<file path="config.mk">
export PLATFORM = sky130hd
export DESIGN_NAME = dbgtp_port
export DESIGN_NICKNAME = d
export VERILOG_FILES = /design/src/common/dbgtp_pkg.sv /design/src/logic/dbgtp_fifo.sv /design/src/logic/dbgtp_port.sv
export SDC_FILE = /design/constraint.sdc
export NUM_CORES = 1
export LEC_CHECK = 0
export BUFFER_PORTS_ARGS = -buffer_cell sky130_fd_sc_hd__buf_4
export CAP_MARGIN = 40
export CORE_UTILIZATION = 32
export DETAILED_ROUTE_END_ITERATION = 8
export GPL_TIMING_DRIVEN = 0
export REMOVE_ABC_BUFFERS = 1
export SYNTH_ARGS = -nofsm -noshare
export SYNTH_HDL_FRONTEND = slang
export SYNTH_SLANG_ARGS = --single-unit
</file>
<file path="constraint.sdc">
create_clock -name core_clk_i -period 5.5 [get_ports core_clk_i]
set_clock_uncertainty 0.15 [all_clocks]
set_input_delay 1.1 -clock core_clk_i [delete_from_list [all_inputs] [get_ports core_clk_i]]
set_output_delay 1.1 -clock core_clk_i [all_outputs]
set_load 0.02 [all_outputs]
</file>
<file path="src/common/dbgtp_pkg.sv">
/*
 * Shared constants and types for the debug serial and trace port.
 * Assumes a single 125 MHz core clock with synchronous active-low reset.
 */
package dbgtp_pkg;

  localparam int unsigned STAT_W       = 4;
  localparam int unsigned DATA_W       = 4;
  localparam int unsigned SHIFT_W      = 8;
  localparam int unsigned FIFO_DEPTH   = 8;

  // Status codes: idle, reset exception processing (0xc, 0xd) and halted (0xf)
  localparam logic [3:0]  STAT_IDLE    = 4'h0;
  localparam logic [3:0]  STAT_RST_C   = 4'hc;
  localparam logic [3:0]  STAT_RST_D   = 4'hd;
  localparam logic [3:0]  STAT_HALT    = 4'hf;

  // Reset values of the pin registers
  localparam logic        SO_RST       = 1'b0;
  localparam logic [7:0]  SHIFT_RST    = 8'h00;

  typedef struct packed {
    logic [3:0] status;
    logic [3:0] ddata;
  } dbgtp_trace_s;

  typedef enum logic [1:0] {
    DBGTP_WAIT_START,
    DBGTP_RUN,
    DBGTP_SILENT
  } dbgtp_trc_e;

endpackage

</file>
<file path="src/logic/dbgtp_fifo.sv">
/*
 * Parameterised valid/ready FIFO for trace words.
 * Assumes one clock, synchronous active-low reset.
 */
module dbgtp_fifo #(
  parameter int unsigned WIDTH = 8,
  parameter int unsigned DEPTH = 8
) (
  // Clock and reset
  input  wire logic             clk_i,
  input  wire logic             rst_n_i,
  // Fill side
  input  wire logic             in_valid_i,
  output logic                  in_ready_o,
  input  wire logic [WIDTH-1:0] in_data_i,
  // Drain side
  output logic                  out_valid_o,
  input  wire logic             out_ready_i,
  output logic      [WIDTH-1:0] out_data_o
);
  localparam int unsigned AW = $clog2(DEPTH);

  logic [WIDTH-1:0] mem_q [DEPTH];
  logic [AW-1:0]    wr_q;
  logic [AW-1:0]    rd_q;
  logic [AW:0]      cnt_q;
  logic             ready_q;
  wire  [AW:0]      cnt_d;
  wire              push;
  wire              pop;

  // Ready is registered from the next count so it leaves a flop
  assign in_ready_o  = ready_q;
  assign out_valid_o = (cnt_q != '0);
  assign out_data_o  = mem_q[rd_q];
  assign push        = in_valid_i && in_ready_o;
  assign pop         = out_valid_o && out_ready_i;
  assign cnt_d       = cnt_q + (AW+1)'(push) - (AW+1)'(pop);

  always_ff @(posedge clk_i) begin
    if (push) begin
      mem_q[wr_q] <= in_data_i;
    end
  end

  always_ff @(posedge clk_i) begin
    if (!rst_n_i) begin
      wr_q  <= '0;
      rd_q  <= '0;
      cnt_q <= '0;
      ready_q <= 1'b1;
    end else begin
      if (push) wr_q <= AW'((wr_q + 1'b1) % DEPTH);
      if (pop)  rd_q <= AW'((rd_q + 1'b1) % DEPTH);
      cnt_q <= cnt_d;
      ready_q <= (cnt_d != (AW+1)'(DEPTH));
    end
  end
endmodule

</file>
<file path="src/logic/dbgtp_port.sv">
/*
 * Debug serial port and real-time trace outputs of the processor.
 * Assumes the core supplies status and data each cycle on core_clk_i
 * and the debugger drives the serial clock and input asynchronously.
 */
// What this block does
// - Serial input is synchronised and taken once the clock is seen high.
// - Serial output is a register that changes after clock high is valid.
// - Trace clock is the core clock divided by two, rising mid-way through each word.
// - The disable bit freezes trace clock, status and data; triggers run.
// - Clearing the disable bit resumes toggling; the debugger resyncs.
// - After reset the trace clock idles until the first status 0xc, 0xd or 0xf.
// - The 4-bit status code is timed to the core clock, not to bus cycles.
// - The all-status flag is the AND of the four status bits.
// - The 4-bit debug data output shows captured data and breakpoint status.
// - A new serial clock level counts only when seen the same on two edges.
// - Each validated serial clock rise without a load samples the input, updates output.
// - A halted processor shows 0xf on status and debug data.
module dbgtp_port (
  // Clock and reset
  input  wire logic       core_clk_i,
  input  wire logic       rst_n_i,
  // Serial debug link pins
  input  wire logic       dev_serial_clock_i,
  input  wire logic       dev_serial_in_i,
  output logic            dev_serial_out_o,
  // Debug module side of the serial link
  output logic [7:0]      rx_byte_o,
  output logic            rx_byte_valid_o,
  input  wire logic [7:0] tx_byte_i,
  input  wire logic       tx_load_i,
  // Core trace sources
  input  wire logic [3:0] core_status_i,
  input  wire logic [3:0] core_ddata_i,
  input  wire logic       core_halted_i,
  input  wire logic       trace_valid_i,
  output logic            trace_ready_o,
  input  wire logic       trace_clock_disable_i,
  input  wire logic       trigger_i,
  // Trace pins
  output logic            trace_clock_out_o,
  output logic [3:0]      core_status_code_o,
  output logic [3:0]      debug_data_nibble_o,
  output logic            all_status_ones_flag_o,
  output logic            trigger_o
);

  // Pin synchronisers
  logic       sclk_m_q, sclk_s_q, sclk_v_q, sclk_prev_q;
  logic       sin_m_q, sin_s_q;
  logic [7:0] rx_q, tx_q;
  logic [2:0] bit_q;
  logic       so_q, rxv_q;
  wire        sclk_rise;

  always_ff @(posedge core_clk_i) begin
    if (!rst_n_i) begin
      sclk_m_q <= 1'b0;
      sclk_s_q <= 1'b0;
      sin_m_q  <= 1'b0;
      sin_s_q  <= 1'b0;
    end else begin
      sclk_m_q <= dev_serial_clock_i;
      sclk_s_q <= sclk_m_q;
      sin_m_q  <= dev_serial_in_i;
      sin_s_q  <= sin_m_q;
    end
  end

  // A level is accepted only after two equal consecutive samples
  always_ff @(posedge core_clk_i) begin
    if (!rst_n_i) begin
      sclk_prev_q <= 1'b0;
      sclk_v_q    <= 1'b0;
    end else begin
      sclk_prev_q <= sclk_s_q;
      if (sclk_s_q == sclk_prev_q) sclk_v_q <= sclk_s_q;
    end
  end

  assign sclk_rise = (sclk_s_q == sclk_prev_q) && sclk_s_q && !sclk_v_q;

  always_ff @(posedge core_clk_i) begin
    if (!rst_n_i) begin
      rx_q  <= dbgtp_pkg::SHIFT_RST;
      tx_q  <= dbgtp_pkg::SHIFT_RST;
      bit_q <= 3'h0;
      so_q  <= dbgtp_pkg::SO_RST;
      rxv_q <= 1'b0;
    end else begin
      rxv_q <= 1'b0;
      if (tx_load_i) begin
        tx_q  <= tx_tail(tx_byte_i);
        so_q  <= tx_byte_i[7];
        bit_q <= 3'h0;
      end else if (sclk_rise) begin
        rx_q  <= {rx_q[6:0], sin_s_q};
        so_q  <= tx_q[7];
        tx_q  <= tx_tail(tx_q);
        bit_q <= bit_q + 3'h1;
        rxv_q <= (bit_q == 3'h7);
      end
    end
  end

  function automatic logic [7:0] tx_tail(input logic [7:0] v);
    tx_tail = {v[6:0], 1'b0};
  endfunction

  assign dev_serial_out_o = so_q;
  assign rx_byte_o        = rx_q;
  assign rx_byte_valid_o  = rxv_q;

  // Trace path: words are buffered so a short stall in the pin stage
  // does not drop status; ready back-pressures the core.
  dbgtp_pkg::dbgtp_trace_s in_w, out_w;
  logic                    out_valid;
  wire                     out_ready;
  wire                     start_code;

  assign in_w.status = core_halted_i ? dbgtp_pkg::STAT_HALT
                                     : core_status_i;
  assign in_w.ddata  = core_halted_i ? dbgtp_pkg::STAT_HALT
                                     : core_ddata_i;

  dbgtp_fifo #(
    .WIDTH (dbgtp_pkg::STAT_W + dbgtp_pkg::DATA_W),
    .DEPTH (dbgtp_pkg::FIFO_DEPTH)
  ) u_fifo (
    .clk_i       (core_clk_i),
    .rst_n_i     (rst_n_i),
    .in_valid_i  (trace_valid_i),
    .in_ready_o  (trace_ready_o),
    .in_data_i   (in_w),
    .out_valid_o (out_valid),
    .out_ready_i (out_ready),
    .out_data_o  (out_w)
  );

  dbgtp_pkg::dbgtp_trc_e st_q;
  logic       phase_q, tclk_q, allp_q, trig_q;
  logic [3:0] stat_q, dd_q;

  // Before start only non-start words are dropped, so the start code
  // itself reaches the pins; while silent the buffer stalls the core.
  assign out_ready  = (st_q == dbgtp_pkg::DBGTP_WAIT_START) ? !start_code
                    : (st_q == dbgtp_pkg::DBGTP_RUN)
                      && !trace_clock_disable_i && !phase_q;
  assign start_code = (out_w.status == dbgtp_pkg::STAT_RST_C)
                   || (out_w.status == dbgtp_pkg::STAT_RST_D)
                   || (out_w.status == dbgtp_pkg::STAT_HALT);

  always_ff @(posedge core_clk_i) begin
    if (!rst_n_i) begin
      st_q <= dbgtp_pkg::DBGTP_WAIT_START;
    end else begin
      case (st_q)
        dbgtp_pkg::DBGTP_WAIT_START:
          if (out_valid && start_code) st_q <= dbgtp_pkg::DBGTP_RUN;
        dbgtp_pkg::DBGTP_RUN:
          if (trace_clock_disable_i) st_q <= dbgtp_pkg::DBGTP_SILENT;
        dbgtp_pkg::DBGTP_SILENT:
          if (!trace_clock_disable_i) st_q <= dbgtp_pkg::DBGTP_RUN;
        default: st_q <= dbgtp_pkg::DBGTP_WAIT_START;
      endcase
    end
  end

  // Outputs change at phase 0, clock rises at phase 1: mid-interval edge
  always_ff @(posedge core_clk_i) begin
    if (!rst_n_i) begin
      phase_q <= 1'b0;
      tclk_q  <= 1'b0;
      stat_q  <= dbgtp_pkg::STAT_IDLE;
      dd_q    <= dbgtp_pkg::STAT_IDLE;
      allp_q  <= 1'b0;
    end else if (st_q == dbgtp_pkg::DBGTP_RUN && !trace_clock_disable_i) begin
      phase_q <= !phase_q;
      tclk_q  <= phase_q;
      if (!phase_q && out_valid) begin
        stat_q <= out_w.status;
        dd_q   <= out_w.ddata;
        allp_q <= &out_w.status;
      end
    end else begin
      phase_q <= 1'b0;
      tclk_q  <= 1'b0;
    end
  end

  // Triggers keep working while the trace pins are silent
  always_ff @(posedge core_clk_i) begin
    if (!rst_n_i) trig_q <= 1'b0;
    else          trig_q <= trigger_i;
  end

  assign trace_clock_out_o      = tclk_q;
  assign core_status_code_o     = stat_q;
  assign debug_data_nibble_o    = dd_q;
  assign all_status_ones_flag_o = allp_q;
  assign trigger_o              = trig_q;

  property p_allp;
    @(posedge core_clk_i) disable iff (!rst_n_i)
    allp_q == (&stat_q);
  endproperty
  a_allp: assert property (p_allp)
    else $error("all-status flag wrong");
  property p_silent;
    @(posedge core_clk_i) disable iff (!rst_n_i)
    st_q == dbgtp_pkg::DBGTP_SILENT |=> $stable(stat_q) && !tclk_q;
  endproperty
  a_silent: assert property (p_silent)
    else $error("trace toggled while silenced");
  property p_idle;
    @(posedge core_clk_i) disable iff (!rst_n_i)
    st_q == dbgtp_pkg::DBGTP_WAIT_START |-> !tclk_q;
  endproperty
  a_idle: assert property (p_idle)
    else $error("trace clock ran before start");
  property p_mid;
    @(posedge core_clk_i) disable iff (!rst_n_i)
    $rose(tclk_q) |-> $stable(stat_q) && $stable(dd_q);
  endproperty
  a_mid: assert property (p_mid)
    else $error("trace edge not mid interval");
  property p_filt;
    @(posedge core_clk_i) disable iff (!rst_n_i)
    $rose(sclk_v_q) |-> $past(sclk_s_q) && $past(sclk_prev_q);
  endproperty
  a_filt: assert property (p_filt)
    else $error("serial clock accepted early");
  property p_rx;
    @(posedge core_clk_i) disable iff (!rst_n_i)
    sclk_rise && !tx_load_i |=> rx_q[0] == $past(sin_s_q);
  endproperty
  a_rx: assert property (p_rx)
    else $error("serial bit not taken");
  property p_so;
    @(posedge core_clk_i) disable iff (!rst_n_i)
    $changed(so_q) |-> $past(sclk_rise) || $past(tx_load_i);
  endproperty
  a_so: assert property (p_so)
    else $error("serial out changed without clock");
  property p_halt;
    @(posedge core_clk_i) disable iff (!rst_n_i)
    core_halted_i |-> in_w.status == dbgtp_pkg::STAT_HALT;
  endproperty
  a_halt: assert property (p_halt)
    else $error("halt not shown as 0xf");
endmodule

</file>
### Word-level counts from Yosys, hierarchy flattened

Memory sizes are Yosys's and may differ from the RTL's. A register that Yosys moved wholly into a read port is not among the register bits.
Index checks and enable logic that the tools add are counted.

| storage, ports and cells | value |
|---|---|
| register bits after elaboration | 51 |
| bits of input ports | 25 |
| word-level logic and storage cells | 81 |
| memory bits (writable) | 64 |
| memories | 1 |

Memories:

| memory | words | width | read ports | clocked after memory_dff | write ports | RTL line | source |
|---|---|---|---|---|---|---|---|
| u_fifo.mem_q | 8 | 8 | 1 | 1 | 1 | dbgtp_fifo.sv:23 | `logic [WIDTH-1:0] mem_q [DEPTH];` |

| cells by class | value |
|---|---|
| mux-type cells | 15 |
| add/subtract/negate cells | 5 |
| reductions and logical operators | 24 |
| bitwise operators | 3 |
| equal/unequal tests | 11 |

Operators by type and width:

| operator | count |
|---|---|
| 2-to-1 mux 8 bit | 2 |
| equality test 4 bit (second input constant) | 3 |
| adder 3 x 1 -> 3 bit (second input constant) | 3 |
| logical AND 1 bit | 8 |
| 2-to-1 mux 4 bit | 2 |
| 2-to-1 mux 2 bit | 3 |
| 2-to-1 mux 3 bit | 2 |
| case mux 2 bit (3 select lines) | 1 |
| AND reduction 2 bit | 3 |
| 2-to-1 mux 1 bit | 5 |
| adder 4 x 1 -> 4 bit | 1 |
| zero test 1 bit | 4 |
| != test 2 bit (second input constant) | 2 |
| != test 4 bit (second input constant) | 1 |
| AND reduction 4 bit | 1 |
| nonzero test 4 bit | 1 |
| subtractor 4 x 1 -> 4 bit | 1 |
| equality test 3 bit (second input constant) | 1 |
| inverter 1 bit | 3 |
| AND reduction 3 bit | 1 |
| OR reduction 3 bit | 1 |
| equality test 2 x 1 -> 1 bit (second input constant) | 1 |
| equality test 2 bit (second input constant) | 1 |
| zero test 2 bit | 1 |
| 5 further kinds | 6 |

### Longest topological paths before layout

| depth | value |
|---|---|
| depth after elaboration | 8 |
| gate-level depth with buffers | 14 |
| mapped depth without buffers | 13 |

### Cells and area by module

Synthesis repeated with hierarchy kept, for this count alone.

| second synthesis, totals | value |
|---|---|
| cells, all modules | 345 |
| area total of the unflattened synthesis | 4843.4 µm² |

Modules (own cells, without submodules):

| module | times used | seq. area each (µm²) | cells an instance | area each (µm²) |
|---|---|---|---|---|
| dbgtp_fifo | 1 | 2202.1 | 171 | 3179.3 |
| dbgtp_port | 1 | 800.8 | 174 | 1664.1 |

### Least setup slack after synthesis

Ideal clock, no wire load.

| timing path | value |
|---|---|
| path kind | in2reg |
| from | input trace_clock_disable_i |
| to | register u_fifo.ready_q, in the netlist u_fifo.in_ready_o |
| data arrival time | 3.022 ns |
| path buffers | 0 |
| path slack | 2.210 ns |
| stages | 11 |
| path through | o21ai_0 -> or3b_2 -> nor2_1 -> ha_1 -> inv_1 -> ha_1 -> inv_1 -> fa_1 -> xnor2_1 -> nor3b_1 -> nand2_1 |

| between the ends | value |
|---|---|
| cells in the longest elaborated chain, start to end | 7 |

RTL lines:

| element | RTL line | source |
|---|---|---|
| from (decl) | dbgtp_port.sv:38 | `input wire logic trace_clock_disable_i,` |
| zero test 1 bit | dbgtp_port.sv:148 | `&& !trace_clock_disable_i && !phase_q;` |
| logical AND 1 bit (2 in series) | dbgtp_port.sv:148 |  |
| 2-to-1 mux 1 bit | dbgtp_port.sv:146 | `assign out_ready = (st_q == dbgtp_pkg::DBGTP_WAIT_START) ? !start_code` |
| logical AND 1 bit | dbgtp_fifo.sv:37 | `assign pop = out_valid_o && out_ready_i;` |
| named net u_fifo.pop | dbgtp_fifo.sv:30 | `wire pop;` |
| subtractor 4 x 1 -> 4 bit | dbgtp_fifo.sv:38 | `assign cnt_d = cnt_q + (AW+1)'(push) - (AW+1)'(pop);` |
| != test 4 bit | dbgtp_fifo.sv:56 | `ready_q <= (cnt_d != (AW+1)'(DEPTH));` |
| to (signal assigned) | dbgtp_fifo.sv:56 |  |
| to (decl) | dbgtp_fifo.sv:27 | `logic ready_q;` |

The timed path passes the listed nets, and every way through them passes these cells.
A chain may end at the register's enable or synchronous reset.

==> results.yml <==
clock_network:
  holdBufCountCts: 0
  cts_tree: "built"
  htree_levels: 4
  postCtsSetupBuffers: 0
  cts_resized: 0
  cts_buffers: 17
  clock-sinks: 118
  ctsLongestPathBuffers: 2
  clk_pin_slew_worst_paths_ps: 50
  clk_latency_ps: 410
  cts-root-buf: "clkbuf_16"
synth:
  yosys_warnings: 0
  synth_edf_count: 64
  synth_area_leaders: "edfxtp_1, dfxtp_1, mux4_2"
  ys_types: 42
  synthArstFlopShare_pct: 0
  syn_area_um2: 4638
  synth_top_area_share_pct: 41.44
  synth_area_per_cell_um2: 14.14
  synth_top_area_cell: "edfxtp_1"
  synth-seq-cells: 118
  synthCells: 328
  seq_area_frac_synth_pct: 64.74
  dominantRegCellSynth: "edfxtp_1"
critical_path:
  cp.depth: 13
  cp_data_arrival_time_ps: 4000
  crit_path_max_fanout: 9
  r2r-end: "u_fifo.in_ready_o"
  crit_end: "u_fifo.in_ready_o"
  reg2reg_slack_ps: 1650
  crit_chain: "buf_8, mux4_2, mux2i_1, a2111oi_4, nor2_1, ha_1, inv_1, ha_1, inv_1, fa_1, xnor2_1, nor3b_1, nand2_1"
  crit_buf_inv: 3
  startpoint_type: "flip-flop"
  crit_family: "multiplexers"
  critPathKind: "reg2reg"
  ff2ff_path_depth: 13
  cp_slowest_cell: "dfxtp_1"
  end_kind: "flip-flop"
  slowest_delay_ps: 670
  required_ps: 5650
place:
  place_hpwl_um: 5916
  placed_cells: 550
  portBuffers: 46
  finalWeightedCongestion: 0.7258
floorplanning:
  initial_utilization_pct: 33.16
  core_area_um2: 13990
  num_rows: 43
  die_area_um2: 14980
  fp.dieW_um: 122.4
  pin_count: 47
  fp.dieH_um: 122.4
route:
  num_vias: 2677
  wirelength_um: 8462
  dr.pass1.iters: 4
  drt_iter0_markers: 172
  avgViaCountPerCell: 4.600
  wire_per_inst_um: 14.54
  drtAntennaViolNets: 0
  drcViolationCount: 0
power_and_ir_drop:
  comb_power_share_pct: 20.7
  ir_drop_uv: 231.0
  pwr-share-clk_pct: 39.4
  power.total_mw: 2.688
  intPower_mw: 1.986
  power.leakage_nw: 2.086
  p_sw_mw: 0.7016
  p_sw_share_pct: 26.10
  p_per_area_nw_per_um2: 460.2
  pwr-share-seq_pct: 39.9
global_route:
  grt_pass1_vias: 2739
  grt_max_degree: 27
  track_usage_pct: 12.61
  grt_first_pass_wirelength_um: 13830
  overflow: 0
  antenna_found_initial: 0
final_layout:
  antenna_cells: 0
  area_growth_pct: 25.92
  utilization_pct: 41.75
  drive_gt1_share_pct: 29.10
  fin_cells: 582
  nets: 425
run:
  max_cap_viol_count: 0
timing:
  post-route-period-util_pct: 70.00
  finalMaxSlewViolations: 0
  timing.setup.tns_ps: 0
  final_hold_viol_count: 0
  grt_setup_unrepaired: "false"
  slew-limit-headroom_pct: 41.15
  setup_viol: 0
  worstMarginPinSlew_ps: 879.5
  fin_crit_ps: 3850
  fmax_ghz: 0.2597
outcome:
  status: "complete, no violations"
worst_hold_path:
  hp-class: "reg2reg"
==> worst min-delay path by stage <==
stage	startpoint	end	slack (ps)	cells after the start
after detailed placement	sclk_m_q	sclk_s_q	280	1
after global placement	sclk_m_q	sclk_s_q	280	1
after CTS	sclk_m_q	sclk_s_q	290	1
after floorplan	sclk_m_q	sclk_s_q	260	1
final	sin_m_q	sin_s_q	290	1
after global routing	sclk_m_q	sclk_s_q	310	1
==> flip-flops by register name, summed over array words and instances, names as in the netlist, 3 cells and up, named ones only <==
signal	cells
bit_q	3
core_status_code_o	4
debug_data_nibble_o	4
rx_byte_o	8
tx_q	7
u_fifo.cnt_q	4
u_fifo.mem_q	64
u_fifo.rd_q	3
u_fifo.wr_q	3
==> cells by family after synthesis <==
family | count (synthesis) | synth area share [%]
xor+xnor | 5 | 0.9443
simple gates | 95 | 10.31
buf+inv | 24 | 2.293
fa+ha+maj | 11 | 3.129
flops | 118 | 64.74
mux | 44 | 14.11
compound gates | 31 | 4.478
==> power groups by stage <==
| stage | logic [mW] | registers [mW] | clock network, mW |
|---|---|---|---|
| 5_1_grt | 0.625 | 1.08 | 1.13 |
| 3_5_place_dp | 0.566 | 1.09 | 0 |
| 3_3_place_gp | 0.517 | 1.10 | 0 |
| 6_report | 0.557 | 1.07 | 1.06 |
| 2_1_floorplan | 0.393 | 1.09 | 0 |
| 4_1_cts | 0.567 | 1.07 | 1.08 |
==> layer usage <==
metal	up-vias	part of all wire, %	track usage, %
met2	51	52	21.17
met3	11	3.9	3.717
met5	-	0	0
li1	1324	-	-
met4	0	1.7	6.402
met1	1291	43	14.57
==> worst register-to-register path: stages (launching register included) <==
cell and delay, ps:
dfxtp_1 670, buf_8 240, mux4_2 520, mux2i_1 530, a2111oi_4 160, nor2_1 150
ha_1 240, inv_1 50, ha_1 150, inv_1 50, fa_1 380, xnor2_1 150
nor3b_1 220, nand2_1 70
==> synth_stat cells, types with 2 or more instances <==
cell type,instances
a211oi_1,8
a21oi_1,15
and2_1,8
buf_1,2
buf_6,2
clkbuf_1,9
dfxtp_1,54
edfxtp_1,64
ha_1,10
inv_1,8
mux2i_1,26
mux4_2,16
nand2_1,8
nand2b_1,5
nor2_1,44
nor2b_1,4
nor3_1,5
nor3b_1,3
nor4_1,2
o21ai_0,2
o21ai_1,2
or2_2,8
xnor2_1,3
xor2_1,2
==> layout make-up <==
type / instances / area (µm²)
Inverter: 10 / 37.54
Clock buffer: 18 / 429.2
Timing Repair Buffer: 56 / 446.7
Fill cell: 1268 / 8148
Multi-Input combinational cell: 186 / 1559
Tap cell: 180 / 225.2
Sequential cell: 118 / 3003
Clock inverter: 14 / 140.1
==> stage by stage <==
step,hold slack [ps],setup WS (ps),cell area (µm²)
after floorplan,261.8,1716,4569
after global placement,280.1,1236,5140
after detailed placement,281.1,1560,5271
after CTS,293.2,1556,5841
after global routing,309.6,1354,5841
final,291.1,1650,5841
==> cell usage in the layout, fill, tap and decap left out, drive strengths merged, types with 10 or more instances in the layout <==
cell,netlist,routed
edfxtp,64,64
clkinv,1,12
buf,5,56
clkbuf,9,18
a21oi,15,15
nor2,44,44
dfxtp,54,54
ha,10,10
mux4,16,16
mux2i,27,27
Power figures use the tool's default switching activity.
